===== src/core/bridge_diag_cfg_pkg.sv =====
/*
  Constants for the device control, diagnostic and capability-head slice
  of the bridge configuration space.
  Assumes dword-aligned configuration accesses with byte enables.
*/
package bridge_diag_cfg_pkg;

  // ****************************************
  // Configuration offsets
  // ****************************************
  localparam logic [7:0] OFS_VENDOR_ID = 8'h00;
  localparam logic [7:0] OFS_RETRY_STATUS = 8'h90;
  localparam logic [7:0] OFS_DEVICE_CONTROL = 8'h92;
  localparam logic [7:0] OFS_DIAGNOSTIC = 8'h93;
  localparam logic [7:0] OFS_CAP_ID = 8'hA0;
  localparam logic [7:0] OFS_NEXT_CAP = 8'hA1;

  // ****************************************
  // Device control fields
  // ****************************************
  localparam int DC_POWER_HOLD_POS = 7;
  localparam int DC_LOW_VOLTAGE_POS = 6;
  localparam int DC_IO_WIDTH_POS = 5;
  localparam int DC_RSVD4_POS = 4;
  localparam int DC_TEST_POS = 3;
  localparam int DC_IRQ_SEL_LSB = 1;
  localparam int DC_TEST0_POS = 0;
  localparam logic [7:0] DC_RESET = 8'h66;
  localparam logic [7:0] DC_WRITE_MASK = 8'hEF;

  // ****************************************
  // Diagnostic fields
  // ****************************************
  localparam int DG_ID_MASK_POS = 7;
  localparam int DG_RSVD6_POS = 6;
  localparam int DG_CSC_ROUTE_POS = 5;
  localparam int DG_TXN_DIS_POS = 4;
  localparam int DG_RETRY_LATENCY_EXTEND_POS = 3;
  localparam int DG_CARD_TIM_POS = 2;
  localparam int DG_HOST_TIM_POS = 1;
  localparam int DG_VIDEO_DIS_POS = 0;
  localparam logic [7:0] DG_RESET = 8'h60;
  localparam logic [7:0] DG_WRITE_MASK = 8'hBF;
  localparam logic [7:0] DG_READ_ONE = 8'h40;

  // ****************************************
  // Capability head values
  // ****************************************
  localparam logic [7:0] CAP_ID_VALUE = 8'h01;
  localparam logic [7:0] NEXT_CAP_VALUE = 8'h00;

  // ****************************************
  // Interrupt signalling modes
  // ****************************************
  localparam logic [1:0] IRQ_MODE_PAR_PCI = 2'h0;
  localparam logic [1:0] IRQ_MODE_PAR_BOTH = 2'h1;
  localparam logic [1:0] IRQ_MODE_SER_IRQ = 2'h2;
  localparam logic [1:0] IRQ_MODE_SER_BOTH = 2'h3;

  // ****************************************
  // Timing counts in clock cycles
  // ****************************************
  localparam int RETRY_LAT_SHORT = 16;
  localparam int RETRY_LAT_LONG = 64;
  localparam int DISCARD_SHORT_LOG2 = 10;
  localparam int DISCARD_LONG_LOG2 = 15;
  localparam int DISCARD_SHORT_CYCLES = 2 ** DISCARD_SHORT_LOG2;
  localparam int DISCARD_LONG_CYCLES = 2 ** DISCARD_LONG_LOG2;

  // Dword base of a byte offset
  function automatic logic [7:0] dword_of(input logic [7:0] ofs);
    dword_of = {ofs[7:2], 2'h0};
  endfunction : dword_of

endpackage : bridge_diag_cfg_pkg


===== src/core/bridge_diag_cfg_regs.sv =====
/*
  Device control, diagnostic and capability-head configuration registers,
  with the socket, interrupt, retry and discard logic they steer.
  Assumes single-cycle configuration read and write strobes on i_mclk.
*/
// How it works
// (RULE1) Power hold blocks socket power-off in D3
// (RULE2) Low-voltage bit reports 3-V capability, resets 1
// (RULE3) IO width select is read/write, resets 1
// (RULE4) Software writes only 0 to test bit 3
// (RULE5) Two-bit select picks four interrupt modes
// (RULE6) Device control bit 4 reads 0
// (RULE7) Bit 0 kept read/write; software writes 0
// (RULE8) Software writes 00h to diagnostic register
// (RULE9) ID mask makes vendor/device reads all ones
// (RULE10) Diagnostic bit 6 always reads 1
// (RULE11) Status-change routing picks legacy register condition
// (RULE12) Disable bit stops delayed-transaction handling
// (RULE13) Extend bit raises retry latency 16 to 64
// (RULE14) Card discard timer 2^10 set, 2^15 clear
// (RULE15) Host discard timer 2^10 set, 2^15 clear
// (RULE16) Video model disable bit turns model off
// (RULE17) Capability identifier reads constant 01h
// (RULE18) Next-capability link reads constant 00h
// (RULE19) Timeouts counted in clock cycles, default 2^15
// (RULE20) Capability byte writes complete, values unchanged
`timescale 1ns/1ps
module bridge_diag_cfg_regs #(
  parameter int DISCARD_LONG_CYCLES = bridge_diag_cfg_pkg::DISCARD_LONG_CYCLES,
  parameter int DISCARD_SHORT_CYCLES = bridge_diag_cfg_pkg::DISCARD_SHORT_CYCLES
) (
  input wire logic i_mclk,
  input wire logic i_rst_n,
  input wire logic i_cfg_rd,
  input wire logic i_cfg_wr,
  input wire logic [7:0] i_cfg_addr,
  input wire logic [3:0] i_cfg_be,
  input wire logic [31:0] i_cfg_wdata,
  output logic [31:0] o_cfg_rdata,
  output logic o_cfg_ack,
  output logic o_cfg_hit,
  input wire logic [15:0] i_vendor_id,
  input wire logic [15:0] i_device_id,
  input wire logic i_in_d3,
  input wire logic i_sw_socket_power_off,
  input wire logic i_sw_socket_power_on,
  output logic o_socket_power_off,
  output logic o_low_voltage_socket_capable,
  output logic o_diag_io_width_select,
  output logic o_par_pci_en,
  output logic o_par_irq_en,
  output logic o_ser_irq_en,
  output logic o_ser_pci_en,
  input wire logic i_csc_event,
  input wire logic i_legacy_803_bit4,
  input wire logic [3:0] i_legacy_805_hi,
  output logic o_csc_to_host,
  input wire logic i_host_retry,
  output logic o_delayed_txn_capture,
  input wire logic i_host_master_return,
  input wire logic i_card_retry,
  input wire logic i_card_master_return,
  output logic o_host_discard_expired,
  output logic o_card_discard_expired,
  input wire logic i_target_wait,
  output logic o_retry_latency_expired,
  output logic o_std_video_model_en
);

  localparam int TMR_W = $clog2(DISCARD_LONG_CYCLES + 1);
  localparam int LAT_W = $clog2(bridge_diag_cfg_pkg::RETRY_LAT_LONG + 1);

  logic [7:0] dev_ctrl_ff;
  logic [7:0] diag_ff;
  logic [7:0] nxt_dev_ctrl;
  logic [7:0] nxt_diag;
  logic [31:0] rdata_ff;
  logic [31:0] nxt_rdata;
  logic ack_ff;
  logic power_off_ff;
  logic txn_capture_ff;
  logic [LAT_W-1:0] lat_cnt_ff;
  logic lat_exp_ff;
  logic [LAT_W-1:0] lat_limit;
  logic hit_id;
  logic hit_dc;
  logic hit_cap;
  logic host_tmr_start;
  logic card_tmr_start;

  // ****************************************
  // Address decode
  // ****************************************
  assign hit_id = (bridge_diag_cfg_pkg::dword_of(i_cfg_addr) ==
                   bridge_diag_cfg_pkg::dword_of(bridge_diag_cfg_pkg::OFS_VENDOR_ID));
  assign hit_dc = (bridge_diag_cfg_pkg::dword_of(i_cfg_addr) ==
                   bridge_diag_cfg_pkg::dword_of(bridge_diag_cfg_pkg::OFS_RETRY_STATUS));
  assign hit_cap = (bridge_diag_cfg_pkg::dword_of(i_cfg_addr) ==
                    bridge_diag_cfg_pkg::dword_of(bridge_diag_cfg_pkg::OFS_CAP_ID));
  assign o_cfg_hit = hit_id || hit_dc || hit_cap;

  // ****************************************
  // Register writes
  // ****************************************
  always_comb begin
    nxt_dev_ctrl = dev_ctrl_ff;
    nxt_diag = diag_ff;
    if (i_cfg_wr && hit_dc) begin
      if (i_cfg_be[bridge_diag_cfg_pkg::OFS_DEVICE_CONTROL[1:0]]) begin
        // Test bits 3 and 0 stay writable; bit 4 is never stored
        nxt_dev_ctrl = i_cfg_wdata[8*bridge_diag_cfg_pkg::OFS_DEVICE_CONTROL[1:0] +: 8] &
                       bridge_diag_cfg_pkg::DC_WRITE_MASK; // (RULE3) (RULE6) (RULE7)
      end
      if (i_cfg_be[bridge_diag_cfg_pkg::OFS_DIAGNOSTIC[1:0]]) begin
        nxt_diag = i_cfg_wdata[8*bridge_diag_cfg_pkg::OFS_DIAGNOSTIC[1:0] +: 8] &
                   bridge_diag_cfg_pkg::DG_WRITE_MASK; // (RULE8)
      end
    end
  end

  always_ff @(posedge i_mclk) begin
    if (!i_rst_n) begin
      dev_ctrl_ff <= bridge_diag_cfg_pkg::DC_RESET; // (RULE2) (RULE3) (RULE5)
    end else begin
      dev_ctrl_ff <= nxt_dev_ctrl;
    end
  end

  always_ff @(posedge i_mclk) begin
    if (!i_rst_n) begin
      diag_ff <= bridge_diag_cfg_pkg::DG_RESET; // (RULE9) (RULE11)
    end else begin
      diag_ff <= nxt_diag;
    end
  end

  // ****************************************
  // Register reads
  // ****************************************
  always_comb begin
    nxt_rdata = 32'h0000_0000;
    if (hit_id) begin
      nxt_rdata = diag_ff[bridge_diag_cfg_pkg::DG_ID_MASK_POS] ? 32'hFFFF_FFFF // (RULE9)
                                                               : {i_device_id, i_vendor_id};
    end else if (hit_dc) begin
      nxt_rdata[8*bridge_diag_cfg_pkg::OFS_DEVICE_CONTROL[1:0] +: 8] =
        dev_ctrl_ff & bridge_diag_cfg_pkg::DC_WRITE_MASK; // (RULE6)
      nxt_rdata[8*bridge_diag_cfg_pkg::OFS_DIAGNOSTIC[1:0] +: 8] =
        diag_ff | bridge_diag_cfg_pkg::DG_READ_ONE; // (RULE10)
    end else if (hit_cap) begin
      // Writes here are accepted and leave these bytes as they are
      nxt_rdata[8*bridge_diag_cfg_pkg::OFS_CAP_ID[1:0] +: 8] =
        bridge_diag_cfg_pkg::CAP_ID_VALUE; // (RULE17) (RULE20)
      nxt_rdata[8*bridge_diag_cfg_pkg::OFS_NEXT_CAP[1:0] +: 8] =
        bridge_diag_cfg_pkg::NEXT_CAP_VALUE; // (RULE18) (RULE20)
    end
  end

  always_ff @(posedge i_mclk) begin
    if (!i_rst_n) begin
      rdata_ff <= 32'h0000_0000;
    end else if (i_cfg_rd) begin
      rdata_ff <= nxt_rdata;
    end
  end

  always_ff @(posedge i_mclk) begin
    if (!i_rst_n) begin
      ack_ff <= 1'b0;
    end else begin
      ack_ff <= i_cfg_rd || i_cfg_wr; // (RULE20)
    end
  end

  assign o_cfg_rdata = rdata_ff;
  assign o_cfg_ack = ack_ff;

  // ****************************************
  // Socket power
  // ****************************************
  always_ff @(posedge i_mclk) begin
    if (!i_rst_n) begin
      power_off_ff <= 1'b0;
    end else if (i_sw_socket_power_off &&
                 !(dev_ctrl_ff[bridge_diag_cfg_pkg::DC_POWER_HOLD_POS] && i_in_d3)) begin
      power_off_ff <= 1'b1; // (RULE1)
    end else if (i_sw_socket_power_on) begin
      power_off_ff <= 1'b0;
    end
  end

  assign o_socket_power_off = power_off_ff;
  assign o_low_voltage_socket_capable =
    dev_ctrl_ff[bridge_diag_cfg_pkg::DC_LOW_VOLTAGE_POS]; // (RULE2)
  assign o_diag_io_width_select = dev_ctrl_ff[bridge_diag_cfg_pkg::DC_IO_WIDTH_POS]; // (RULE3)
  assign o_std_video_model_en =
    !diag_ff[bridge_diag_cfg_pkg::DG_VIDEO_DIS_POS]; // (RULE16)

  // ****************************************
  // Interrupt routing
  // ****************************************
  irq_route u_irq_route (
    .i_mclk(i_mclk),
    .i_rst_n(i_rst_n),
    .i_irq_signalling_select(dev_ctrl_ff[bridge_diag_cfg_pkg::DC_IRQ_SEL_LSB +: 2]),
    .i_card_status_change_routing(diag_ff[bridge_diag_cfg_pkg::DG_CSC_ROUTE_POS]),
    .i_legacy_803_bit4(i_legacy_803_bit4),
    .i_legacy_805_hi(i_legacy_805_hi),
    .i_csc_event(i_csc_event),
    .o_csc_to_host(o_csc_to_host),
    .o_par_pci_en(o_par_pci_en),
    .o_par_irq_en(o_par_irq_en),
    .o_ser_irq_en(o_ser_irq_en),
    .o_ser_pci_en(o_ser_pci_en)
  );

  // ****************************************
  // Delayed transactions
  // ****************************************
  always_ff @(posedge i_mclk) begin
    if (!i_rst_n) begin
      txn_capture_ff <= 1'b0;
    end else begin
      txn_capture_ff <= i_host_retry &&
                        !diag_ff[bridge_diag_cfg_pkg::DG_TXN_DIS_POS]; // (RULE12)
    end
  end

  assign o_delayed_txn_capture = txn_capture_ff;

  // ****************************************
  // Retry latency
  // ****************************************
  assign lat_limit = diag_ff[bridge_diag_cfg_pkg::DG_RETRY_LATENCY_EXTEND_POS] ?
                     LAT_W'(bridge_diag_cfg_pkg::RETRY_LAT_LONG - 1) :
                     LAT_W'(bridge_diag_cfg_pkg::RETRY_LAT_SHORT - 1); // (RULE13)

  always_ff @(posedge i_mclk) begin
    if (!i_rst_n) begin
      lat_cnt_ff <= '0;
    end else if (!i_target_wait) begin
      lat_cnt_ff <= '0;
    end else if (lat_cnt_ff < lat_limit) begin
      lat_cnt_ff <= lat_cnt_ff + LAT_W'(1); // (RULE19)
    end
  end

  always_ff @(posedge i_mclk) begin
    if (!i_rst_n) begin
      lat_exp_ff <= 1'b0;
    end else begin
      lat_exp_ff <= i_target_wait && (lat_cnt_ff == lat_limit) && !lat_exp_ff &&
                    (lat_cnt_ff != '0 || lat_limit == '0); // (RULE13)
    end
  end

  assign o_retry_latency_expired = lat_exp_ff;

  // ****************************************
  // Discard timers
  // ****************************************
  assign host_tmr_start = i_host_retry && !diag_ff[bridge_diag_cfg_pkg::DG_TXN_DIS_POS];
  assign card_tmr_start = i_card_retry && !diag_ff[bridge_diag_cfg_pkg::DG_TXN_DIS_POS];

  discard_timer #(
    .CNT_W(TMR_W),
    .LONG_CYCLES(DISCARD_LONG_CYCLES),
    .SHORT_CYCLES(DISCARD_SHORT_CYCLES)
  ) u_host_discard (
    .i_mclk(i_mclk),
    .i_rst_n(i_rst_n),
    .i_start(host_tmr_start),
    .i_done(i_host_master_return),
    .i_short_sel(diag_ff[bridge_diag_cfg_pkg::DG_HOST_TIM_POS]), // (RULE15) (RULE19)
    .o_running(),
    .o_expired(o_host_discard_expired)
  );

  discard_timer #(
    .CNT_W(TMR_W),
    .LONG_CYCLES(DISCARD_LONG_CYCLES),
    .SHORT_CYCLES(DISCARD_SHORT_CYCLES)
  ) u_card_discard (
    .i_mclk(i_mclk),
    .i_rst_n(i_rst_n),
    .i_start(card_tmr_start),
    .i_done(i_card_master_return),
    .i_short_sel(diag_ff[bridge_diag_cfg_pkg::DG_CARD_TIM_POS]), // (RULE14) (RULE19)
    .o_running(),
    .o_expired(o_card_discard_expired)
  );

endmodule : bridge_diag_cfg_regs


===== src/core/discard_timer.sv =====
/*
  Discard timer for one side of the bridge.
  Assumes start and done are single-cycle pulses on the same clock.
*/
`timescale 1ns/1ps
module discard_timer #(
  parameter int CNT_W = 16,
  parameter int LONG_CYCLES = 32768,
  parameter int SHORT_CYCLES = 1024
) (
  input wire logic i_mclk,
  input wire logic i_rst_n,
  input wire logic i_start,
  input wire logic i_done,
  input wire logic i_short_sel,
  output logic o_running,
  output logic o_expired
);

  typedef enum logic {TMR_IDLE, TMR_RUN} tmr_state_e;

  tmr_state_e state_ff;
  logic [CNT_W-1:0] count_ff;
  logic [CNT_W-1:0] limit_ff;
  logic expired_ff;
  logic at_limit;

  assign at_limit = (count_ff == limit_ff);

  // ****************************************
  // State
  // ****************************************
  always_ff @(posedge i_mclk) begin
    if (!i_rst_n) begin
      state_ff <= TMR_IDLE;
    end else begin
      case (state_ff)
        TMR_IDLE: begin
          if (i_start) begin
            state_ff <= TMR_RUN;
          end
        end
        TMR_RUN: begin
          if (i_done || at_limit) begin
            state_ff <= TMR_IDLE;
          end
        end
        default: state_ff <= TMR_IDLE;
      endcase
    end
  end

  // ****************************************
  // Count and limit
  // ****************************************
  always_ff @(posedge i_mclk) begin
    if (!i_rst_n) begin
      count_ff <= '0;
      limit_ff <= '0;
    end else if (state_ff == TMR_IDLE && i_start) begin
      count_ff <= '0;
      limit_ff <= i_short_sel ? CNT_W'(SHORT_CYCLES - 1) : CNT_W'(LONG_CYCLES - 1);
    end else if (state_ff == TMR_RUN && !at_limit) begin
      count_ff <= count_ff + CNT_W'(1);
    end
  end

  always_ff @(posedge i_mclk) begin
    if (!i_rst_n) begin
      expired_ff <= 1'b0;
    end else begin
      expired_ff <= (state_ff == TMR_RUN) && at_limit && !i_done;
    end
  end

  assign o_running = (state_ff == TMR_RUN);
  assign o_expired = expired_ff;

endmodule : discard_timer


===== src/core/irq_route.sv =====
/*
  Interrupt mode decode and status-change routing.
  Assumes legacy socket register bits are supplied as steady levels.
*/
`timescale 1ns/1ps
module irq_route (
  input wire logic i_mclk,
  input wire logic i_rst_n,
  input wire logic [1:0] i_irq_signalling_select,
  input wire logic i_card_status_change_routing,
  input wire logic i_legacy_803_bit4,
  input wire logic [3:0] i_legacy_805_hi,
  input wire logic i_csc_event,
  output logic o_csc_to_host,
  output logic o_par_pci_en,
  output logic o_par_irq_en,
  output logic o_ser_irq_en,
  output logic o_ser_pci_en
);

  logic csc_ff;
  logic par_pci_ff;
  logic par_irq_ff;
  logic ser_irq_ff;
  logic ser_pci_ff;
  logic csc_route_ok;

  // ****************************************
  // Status-change routing
  // ****************************************
  assign csc_route_ok = i_card_status_change_routing ? (i_legacy_805_hi == 4'h0) // (RULE11)
                                                     : i_legacy_803_bit4; // (RULE11)

  always_ff @(posedge i_mclk) begin
    if (!i_rst_n) begin
      csc_ff <= 1'b0;
    end else begin
      csc_ff <= i_csc_event && csc_route_ok;
    end
  end

  // ****************************************
  // Signalling mode decode
  // ****************************************
  always_ff @(posedge i_mclk) begin
    if (!i_rst_n) begin
      par_pci_ff <= 1'b0;
      par_irq_ff <= 1'b0;
      ser_irq_ff <= 1'b1;
      ser_pci_ff <= 1'b1;
    end else begin
      case (i_irq_signalling_select) // (RULE5)
        bridge_diag_cfg_pkg::IRQ_MODE_PAR_PCI: begin
          par_pci_ff <= 1'b1;
          par_irq_ff <= 1'b0;
          ser_irq_ff <= 1'b0;
          ser_pci_ff <= 1'b0;
        end
        bridge_diag_cfg_pkg::IRQ_MODE_PAR_BOTH: begin
          par_pci_ff <= 1'b1;
          par_irq_ff <= 1'b1;
          ser_irq_ff <= 1'b0;
          ser_pci_ff <= 1'b0;
        end
        bridge_diag_cfg_pkg::IRQ_MODE_SER_IRQ: begin
          par_pci_ff <= 1'b1;
          par_irq_ff <= 1'b0;
          ser_irq_ff <= 1'b1;
          ser_pci_ff <= 1'b0;
        end
        default: begin
          par_pci_ff <= 1'b0;
          par_irq_ff <= 1'b0;
          ser_irq_ff <= 1'b1;
          ser_pci_ff <= 1'b1;
        end
      endcase
    end
  end

  assign o_csc_to_host = csc_ff;
  assign o_par_pci_en = par_pci_ff;
  assign o_par_irq_en = par_irq_ff;
  assign o_ser_irq_en = ser_irq_ff;
  assign o_ser_pci_en = ser_pci_ff;

endmodule : irq_route


===== config.mk =====
export PLATFORM = sky130hd
export DESIGN_NAME = bridge_diag_cfg_regs
export DESIGN_NICKNAME = d
export VERILOG_FILES = /design/src/core/bridge_diag_cfg_pkg.sv /design/src/core/bridge_diag_cfg_regs.sv /design/src/core/discard_timer.sv /design/src/core/irq_route.sv
export SDC_FILE = /design/constraint.sdc
export NUM_CORES = 1
export LEC_CHECK = 0
export BUFFER_PORTS_ARGS = -buffer_cell sky130_fd_sc_hd__buf_2
export CORE_MARGIN = 5
export CORE_UTILIZATION = 47
export CTS_BUF_LIST = sky130_fd_sc_hd__clkbuf_4 sky130_fd_sc_hd__clkbuf_8 sky130_fd_sc_hd__clkbuf_16
export CTS_CLUSTER_DIAMETER = 120
export DETAILED_ROUTE_END_ITERATION = 8
export PLACE_DENSITY = 0.87
export SYNTH_ARGS = -nofsm -noshare
export SYNTH_HDL_FRONTEND = slang
export SYNTH_SLANG_ARGS = --single-unit
export TNS_END_PERCENT = 10

===== constraint.sdc =====
create_clock -name i_mclk -period 1.9 [get_ports i_mclk]
set_input_delay 0.19 -clock i_mclk [delete_from_list [all_inputs] [get_ports i_mclk]]
set_output_delay 0.19 -clock i_mclk [all_outputs]
set_load 0.005 [all_outputs]

==> flow_summary.json, run 1 <==
{
  "status": "complete, no violations",
  "fillers": 851,
  "worst-r2r-cell-count": 6,
  "rows": 36,
  "drc": 0,
  "slew_headroom": 0.5443,
  "min_path_cells": 2,
  "clock_skew_ps": 10.98,
  "grt_pass1_vias": 4668,
  "grt.met1_usage": 0.2751,
  "synth_largest_area_cell": "dfxtp_1",
  "cts-root-buf": "clkbuf_8",
  "arrival_ps": 2140,
  "critPathLaunchType": "flip-flop",
  "wirelength_um": 13540,
  "syn-cell-area_um2": 4687,
  "setup_viol": 0,
  "power.share.sequential": 0.546,
  "p_total_mw": 4.021,
  "fin_hold_ws_ps": 35.00,
  "start_util": 0.4817,
  "clockPowerShare": 0.340,
  "hold_viol": 0,
  "place_congestion": 0.9021,
  "ir_drop_uv": 474.7,
  "yosys-top-cells-count": "102 x dfxtp_1, 66 x a21oi_1, 47 x nand2_1, 43 x nand3_1, 41 x nor2_1",
  "netlist.area_leader.share": 0.4357,
  "synthCells": 564,
  "fin_nets": 794,
  "grt_pass1_wl_um": 21630,
  "vias": 4857,
  "report.final.slew_viol_count": 0,
  "design_area_um2": 5907,
  "drive_gt1_frac": 0.2732,
  "yosysSeqAreaShare": 0.4357,
  "fp.dieW_um": 109.9,
  "pwr-share-comb": 0.114,
  "rsz0062_at_grt": "yes",
  "ant_nets": 0,
  "internal_power_mw": 3.003,
  "tightest_slew_ps": 682.6,
  "fin_crit_ps": 1890,
  "synth_ff_type": "dfxtp_1",
  "synth_most_common_cell": "dfxtp_1",
  "dp_hpwl_um": 9459,
  "worstSetupPathType": "reg -> reg",
  "power_density_nw_per_um2": 680.8,
  "wire_per_inst_um": 16.27,
  "diodes": 0,
  "chipHeight_um": 109.9,
  "drt-initial-drc-count": 377,
  "synthTopCellsByArea": "dfxtp_1 44%, a21oi_1 7.0%, nand3_1 4.6%, nand2b_1 4.4%, nand2_1 3.8%",
  "dieArea_um2": 12070,
  "grt_usage": 0.2226,
  "hold_path.class": "in -> reg",
  "swShare": 0.2531,
  "cp-end-kind": "flip-flop",
  "port_buffers": 118,
  "syn_avg_cell_area_um2": 8.310,
  "routed_via_density": 5.838,
  "pin_count": 141,
  "cts_tree": "built",
  "cts_made_buffers": 9,
  "fin_crit_sh": 0.9948,
  "power_leakage_nw": 2.285,
  "ys_warn_count": 0,
  "switching_power_mw": 1.018,
  "max_freq_mhz": 529.1,
  "first_pass_iters": 5,
  "insertion_delay_ps": 370,
  "area_delta_synth_final_pct": 26.03,
  "antenna_found_initial": 0,
  "busiest_layer": "met2",
  "cts-htree-levels": 3,
  "coreArea_um2": 9729,
  "synth_nets": 664,
  "cap_violations": 0,
  "fin_ws_ps": 9.830,
  "grt_util_met2": 0.3700,
  "cp.required_ps": 2150,
  "clk_pin_slew_ps": 100,
  "clock_path_buffers": 2,
  "dpl-instance-area_um2": 5534,
  "synth-edff-count": 0,
  "overflow": 0,
  "dp_slack_ps": 11.57,
  "ys_types": 46,
  "synthArstFlopShare": 0,
  "critPathMaxFanout": 7,
  "grt_start_max_net_pins": 50,
  "cts.sinks": 102,
  "use_met3": 0.04404,
  "ys_ff_latch": 102
}
==> worst paths after layout <==
path / startpoint / endpoint / slack [ps]
max: u_card_discard.count_ff[3]$_SDFFE_PP0P_ / u_card_discard.count_ff[9]$_SDFFE_PP0P_ / 10
min: i_card_master_return / u_card_discard.o_expired$_SDFF_PN0_ / 40
max reg2reg: u_card_discard.count_ff[3]$_SDFFE_PP0P_ / u_card_discard.count_ff[9]$_SDFFE_PP0P_ / 10
min reg2reg: dev_ctrl_ff[3]$_SDFFE_PN0P_ / dev_ctrl_ff[3]$_SDFFE_PN0P_ / 470
==> metrics by stage <==
step           TNS, ps  std cells    util
3_3_place_gp         0        810  0.5688
2_1_floorplan        0        564       -
3_5_place_dp         0        810  0.5688
5_1_grt         -993.9        832  0.6071
4_1_cts         -7.093        829  0.5926
6_report             0        832  0.6071
==> registers in the layout (all words and copies together) (netlist names), 2 cells and up <==
register and flops:
dev_ctrl_ff 7, u_host_discard.limit_ff 2, u_card_discard.limit_ff 2, diag_ff 7
u_host_discard.count_ff 16, u_card_discard.count_ff 16, o_cfg_rdata 32, lat_cnt_ff 7
==> cells in the final DEF (no fill, tap or decap), types with 9 or more instances in the layout <==
cell type  count
buf_4         29
or4_1         16
or3_1         27
nand3_1       43
a21oi_1       65
o211ai_1      22
dfxtp_1       99
nor3_1        16
buf_2        118
inv_1         10
nor2_1        41
nand2b_1      33
nand2_1       46
clkbuf_8       9
nand4_1       12
o31ai_1       10
==> logic make-up after synthesis <==
| logic type | after synthesis | synth area share |
|---|---|---|
| simple gates | 263 | 0.3011 |
| compound gates | 137 | 0.1823 |
| flops | 102 | 0.4357 |
| buf+inv | 46 | 0.04565 |
| xor+xnor | 8 | 0.01495 |
| fa+ha+maj | 6 | 0.01602 |
| mux | 2 | 0.004271 |
==> power by group through the flow <==
stage	logic [mW]	clock network [mW]	registers, mW
final	0.458	1.37	2.19
after global routing	0.493	1.49	2.20
after CTS	0.403	1.39	2.19
after detailed placement	0.393	0	2.24
after global placement	0.377	0	2.24
after floorplan	0.226	0	2.23
==> final cells by class <==
class,instances,area (µm²),share of cell area
Inverter,11,41.29,0.006990
Clock inverter,6,62.56,0.01059
Clock buffer,10,131.4,0.02224
Tap cell,133,166.4,0.02817
Multi-Input combinational cell,416,2520,0.4266
Sequential cell,102,2046,0.3463
Timing Repair Buffer,154,939.7,0.1591
==> worst max-delay path, cell delays in order, from the launching register on <==
cell	delay [ps]
dfxtp_2	340
or4_4	550
nor4_4	250
o221a_4	310
clkbuf_16	170
or4_1	110
nand2_1	60
==> metal layers <==
| metal | vias up | routed length, µm | share of wire |
|---|---|---|---|
| met5 | - | 0 | 0 |
| met4 | 0 | 465 | 0.034 |
| met3 | 44 | 1031 | 0.076 |
| met2 | 226 | 6602 | 0.49 |
| met1 | 2266 | 5439 | 0.40 |
| li1 | 2321 | - | - |
==> what timing repair did <==
action,CTS,global route
hold buffers,1,0
buffers inserted,2,1
hold endpoints to repair,1,0
setup endpoints to repair,20,35
cloned,0,2
gates resized for setup,2,17
pin swaps,3,14
Power figures use the tool's default switching activity.
==> run 2: changes to the inputs <==
--- a/config.mk
+++ b/config.mk
@@ -7,11 +7,11 @@
 export LEC_CHECK = 0
 export BUFFER_PORTS_ARGS = -buffer_cell sky130_fd_sc_hd__buf_2
 export CORE_MARGIN = 5
-export CORE_UTILIZATION = 47
+export CORE_UTILIZATION = 52
 export CTS_BUF_LIST = sky130_fd_sc_hd__clkbuf_4 sky130_fd_sc_hd__clkbuf_8 sky130_fd_sc_hd__clkbuf_16
 export CTS_CLUSTER_DIAMETER = 120
 export DETAILED_ROUTE_END_ITERATION = 8
-export PLACE_DENSITY = 0.87
+export PLACE_DENSITY = 0.91
 export SYNTH_ARGS = -nofsm -noshare
 export SYNTH_HDL_FRONTEND = slang
 export SYNTH_SLANG_ARGS = --single-unit
==> constraint.sdc (replaced) <==
create_clock -name i_mclk -period 2.1 [get_ports i_mclk]
set_input_delay 0.21 -clock i_mclk [delete_from_list [all_inputs] [get_ports i_mclk]]
set_output_delay 0.21 -clock i_mclk [all_outputs]
set_load 0.005 [all_outputs]
==> run 2 against run 1 <==
Cell count down 4.1%. Critical path depth unchanged. Clock skew fell by 3.9 ps. Design area fell by 3.6%. Die area down 8.8%. Routed wire length fell by 3.5%. Non-clock buffer count is 10 lower. Critical endpoint is now u_host_discard.count_ff[5]$_SDFFE_PP0P_. Largest cell class unchanged.
==> flow_summary.json, run 2 (synthesized netlist as in run 1, its figures left out) <==
{
  "status": "complete, no violations",
  "cp.required_ps": 2350,
  "drt-initial-drc-count": 335,
  "critPathBufInv": 1,
  "cts_tree": "built",
  "worstSetupPathType": "reg -> reg",
  "clock_skew_ps": 7.101,
  "hold_viol": 0,
  "place_inst": 779,
  "fin_nets": 784,
  "fin_hold_ws_ps": 21.37,
  "overflow": 0,
  "dieArea_um2": 11010,
  "start_util": 0.5348,
  "final_common_cell": "buf_2",
  "clock_path_buffers": 2,
  "hold_path.class": "in -> reg",
  "area_delta_synth_final_pct": 21.44,
  "tns_ps": 0,
  "setup_viol": 0,
  "cp-end-kind": "flip-flop",
  "routed_via_density": 6.056,
  "cts-htree-levels": 3,
  "clockPowerShare": 0.372,
  "cts-root-buf": "clkbuf_8",
  "ir_drop_uv": 463.9,
  "slew_headroom": 0.6089,
  "swShare": 0.2396,
  "grt_usage": 0.2338,
  "fp.dieW_um": 104.9,
  "layout_common_cells": "118 x buf_2, 102 x dfxtp_1, 66 x a21oi_1",
  "grt_start_max_net_pins": 50,
  "power_leakage_nw": 2.208,
  "arrival_ps": 2250,
  "fillers": 707,
  "first_pass_iters": 5,
  "power.share.sequential": 0.531,
  "antenna_found_initial": 1,
  "tightest_slew_ps": 585.9,
  "cts.sinks": 102,
  "rsz0062_at_grt": "no",
  "cts_made_buffers": 9,
  "dp_hpwl_um": 9439,
  "dpl-instance-area_um2": 5433,
  "switching_power_uw": 894.3,
  "seq_area_um2": 2042,
  "design_area_um2": 5692,
  "ant_nets": 0,
  "critPathLaunchType": "flip-flop",
  "coreArea_um2": 8763,
  "drc": 0,
  "wire_per_inst_um": 16.38,
  "insertion_delay_ps": 360,
  "grt_pass1_vias": 4658,
  "rows": 34,
  "port_buffers": 118,
  "crit_family": "simple AND/OR/NAND/NOR gates",
  "pwr-share-comb": 0.097,
  "fin_crit_ps": 1996,
  "critPathMaxFanout": 14,
  "vias": 4833,
  "critPathMaxStageDelay_ps": 590,
  "drive_gt1_frac": 0.2467,
  "clk_pin_slew_ps": 100,
  "place_congestion": 0.9062,
  "max_freq_mhz": 501.1,
  "power_density_nw_per_um2": 655.8,
  "crit_chain": "or4_1 > nor4_4 > o221a_2 > buf_4 > or4_1 > a21oi_1",
  "report.final.slew_viol_count": 0,
  "chipHeight_um": 104.9,
  "largest_reg_flops": 32,
  "fin_crit_sh": 0.9504,
  "wirelength_um": 13070,
  "grt_pass1_wl_um": 21900,
  "cap_violations": 0,
  "multi_input_area_um2": 2446,
  "cpMaxStageDelayCell": "or4_1",
  "final_util": 0.6495,
  "internal_power_mw": 2.838,
  "finalNonFillerCells": 798,
  "path_common_cell": "or4_1",
  "pin_count": 141
}
run 2: cell types whose count changed in the layout (fill, tap and decap cells not counted), moves of 3 or more:
cell	previous run	this run
dfxtp_1	99	102
dfxtp_2	3	0
or4_4	3	0
or4_1	16	19
buf_4	29	25
run 2: power by group through the flow:
| stage | combinational [mW] | sequential, mW | clock (mW) |
|---|---|---|---|
| floorplan | 0.205 | 2.02 | 0 |
| global placement | 0.329 | 2.02 | 0 |
| detailed placement | 0.343 | 2.02 | 0 |
| CTS | 0.347 | 1.98 | 1.39 |
| global route | 0.397 | 1.99 | 1.50 |
| finish | 0.364 | 1.98 | 1.39 |
run 2: repair_timing:
action                                  in CTS  in global routing
hold buffers                                 0                  0
gates resized for setup                      0                  2
setup buffers                                0                  2
endpoints found under the setup margin       0                 20
run 2: routing by layer:
| layer | part of all wire | track usage | routed length [µm] |
|---|---|---|---|
| met1 | 0.40 | 0.2945 | 5225 |
| met4 | 0.029 | 0.08219 | 379 |
| met3 | 0.079 | 0.04316 | 1037 |
| met2 | 0.49 | 0.4002 | 6427 |
| met5 | 0 | 0 | 0 |
run 2: per-stage QoR:
stage,worst slack [ps],power [mW]
6_report,104.2,3.733
5_1_grt,15.14,3.877
2_1_floorplan,280.6,2.223
4_1_cts,91.35,3.721
3_5_place_dp,121.7,2.368
3_3_place_gp,175.3,2.352
run 2: final timing paths:
path | from | to | slack (ps) | depth (start not counted)
setup reg to reg | u_host_discard.count_ff[3]$_SDFFE_PP0P_ | u_host_discard.count_ff[5]$_SDFFE_PP0P_ | 100 | 6
hold / removal | i_host_master_return | u_host_discard.o_expired$_SDFF_PN0_ | 20 | 2
hold reg to reg | dev_ctrl_ff[0]$_SDFFE_PN0P_ | dev_ctrl_ff[0]$_SDFFE_PN0P_ | 460 | 2
setup / recovery | u_host_discard.count_ff[3]$_SDFFE_PP0P_ | u_host_discard.count_ff[5]$_SDFFE_PP0P_ | 100 | 6
run 2: layout make-up:
type / count / area share
Multi-Input combinational cell: 416 / 0.4298
Sequential cell: 102 / 0.3588
Timing Repair Buffer: 144 / 0.1403
Clock buffer: 11 / 0.02550
Tap cell: 108 / 0.02374
Clock inverter: 5 / 0.01429
Inverter: 11 / 0.007254
Antenna cell: 1 / 0.0004397
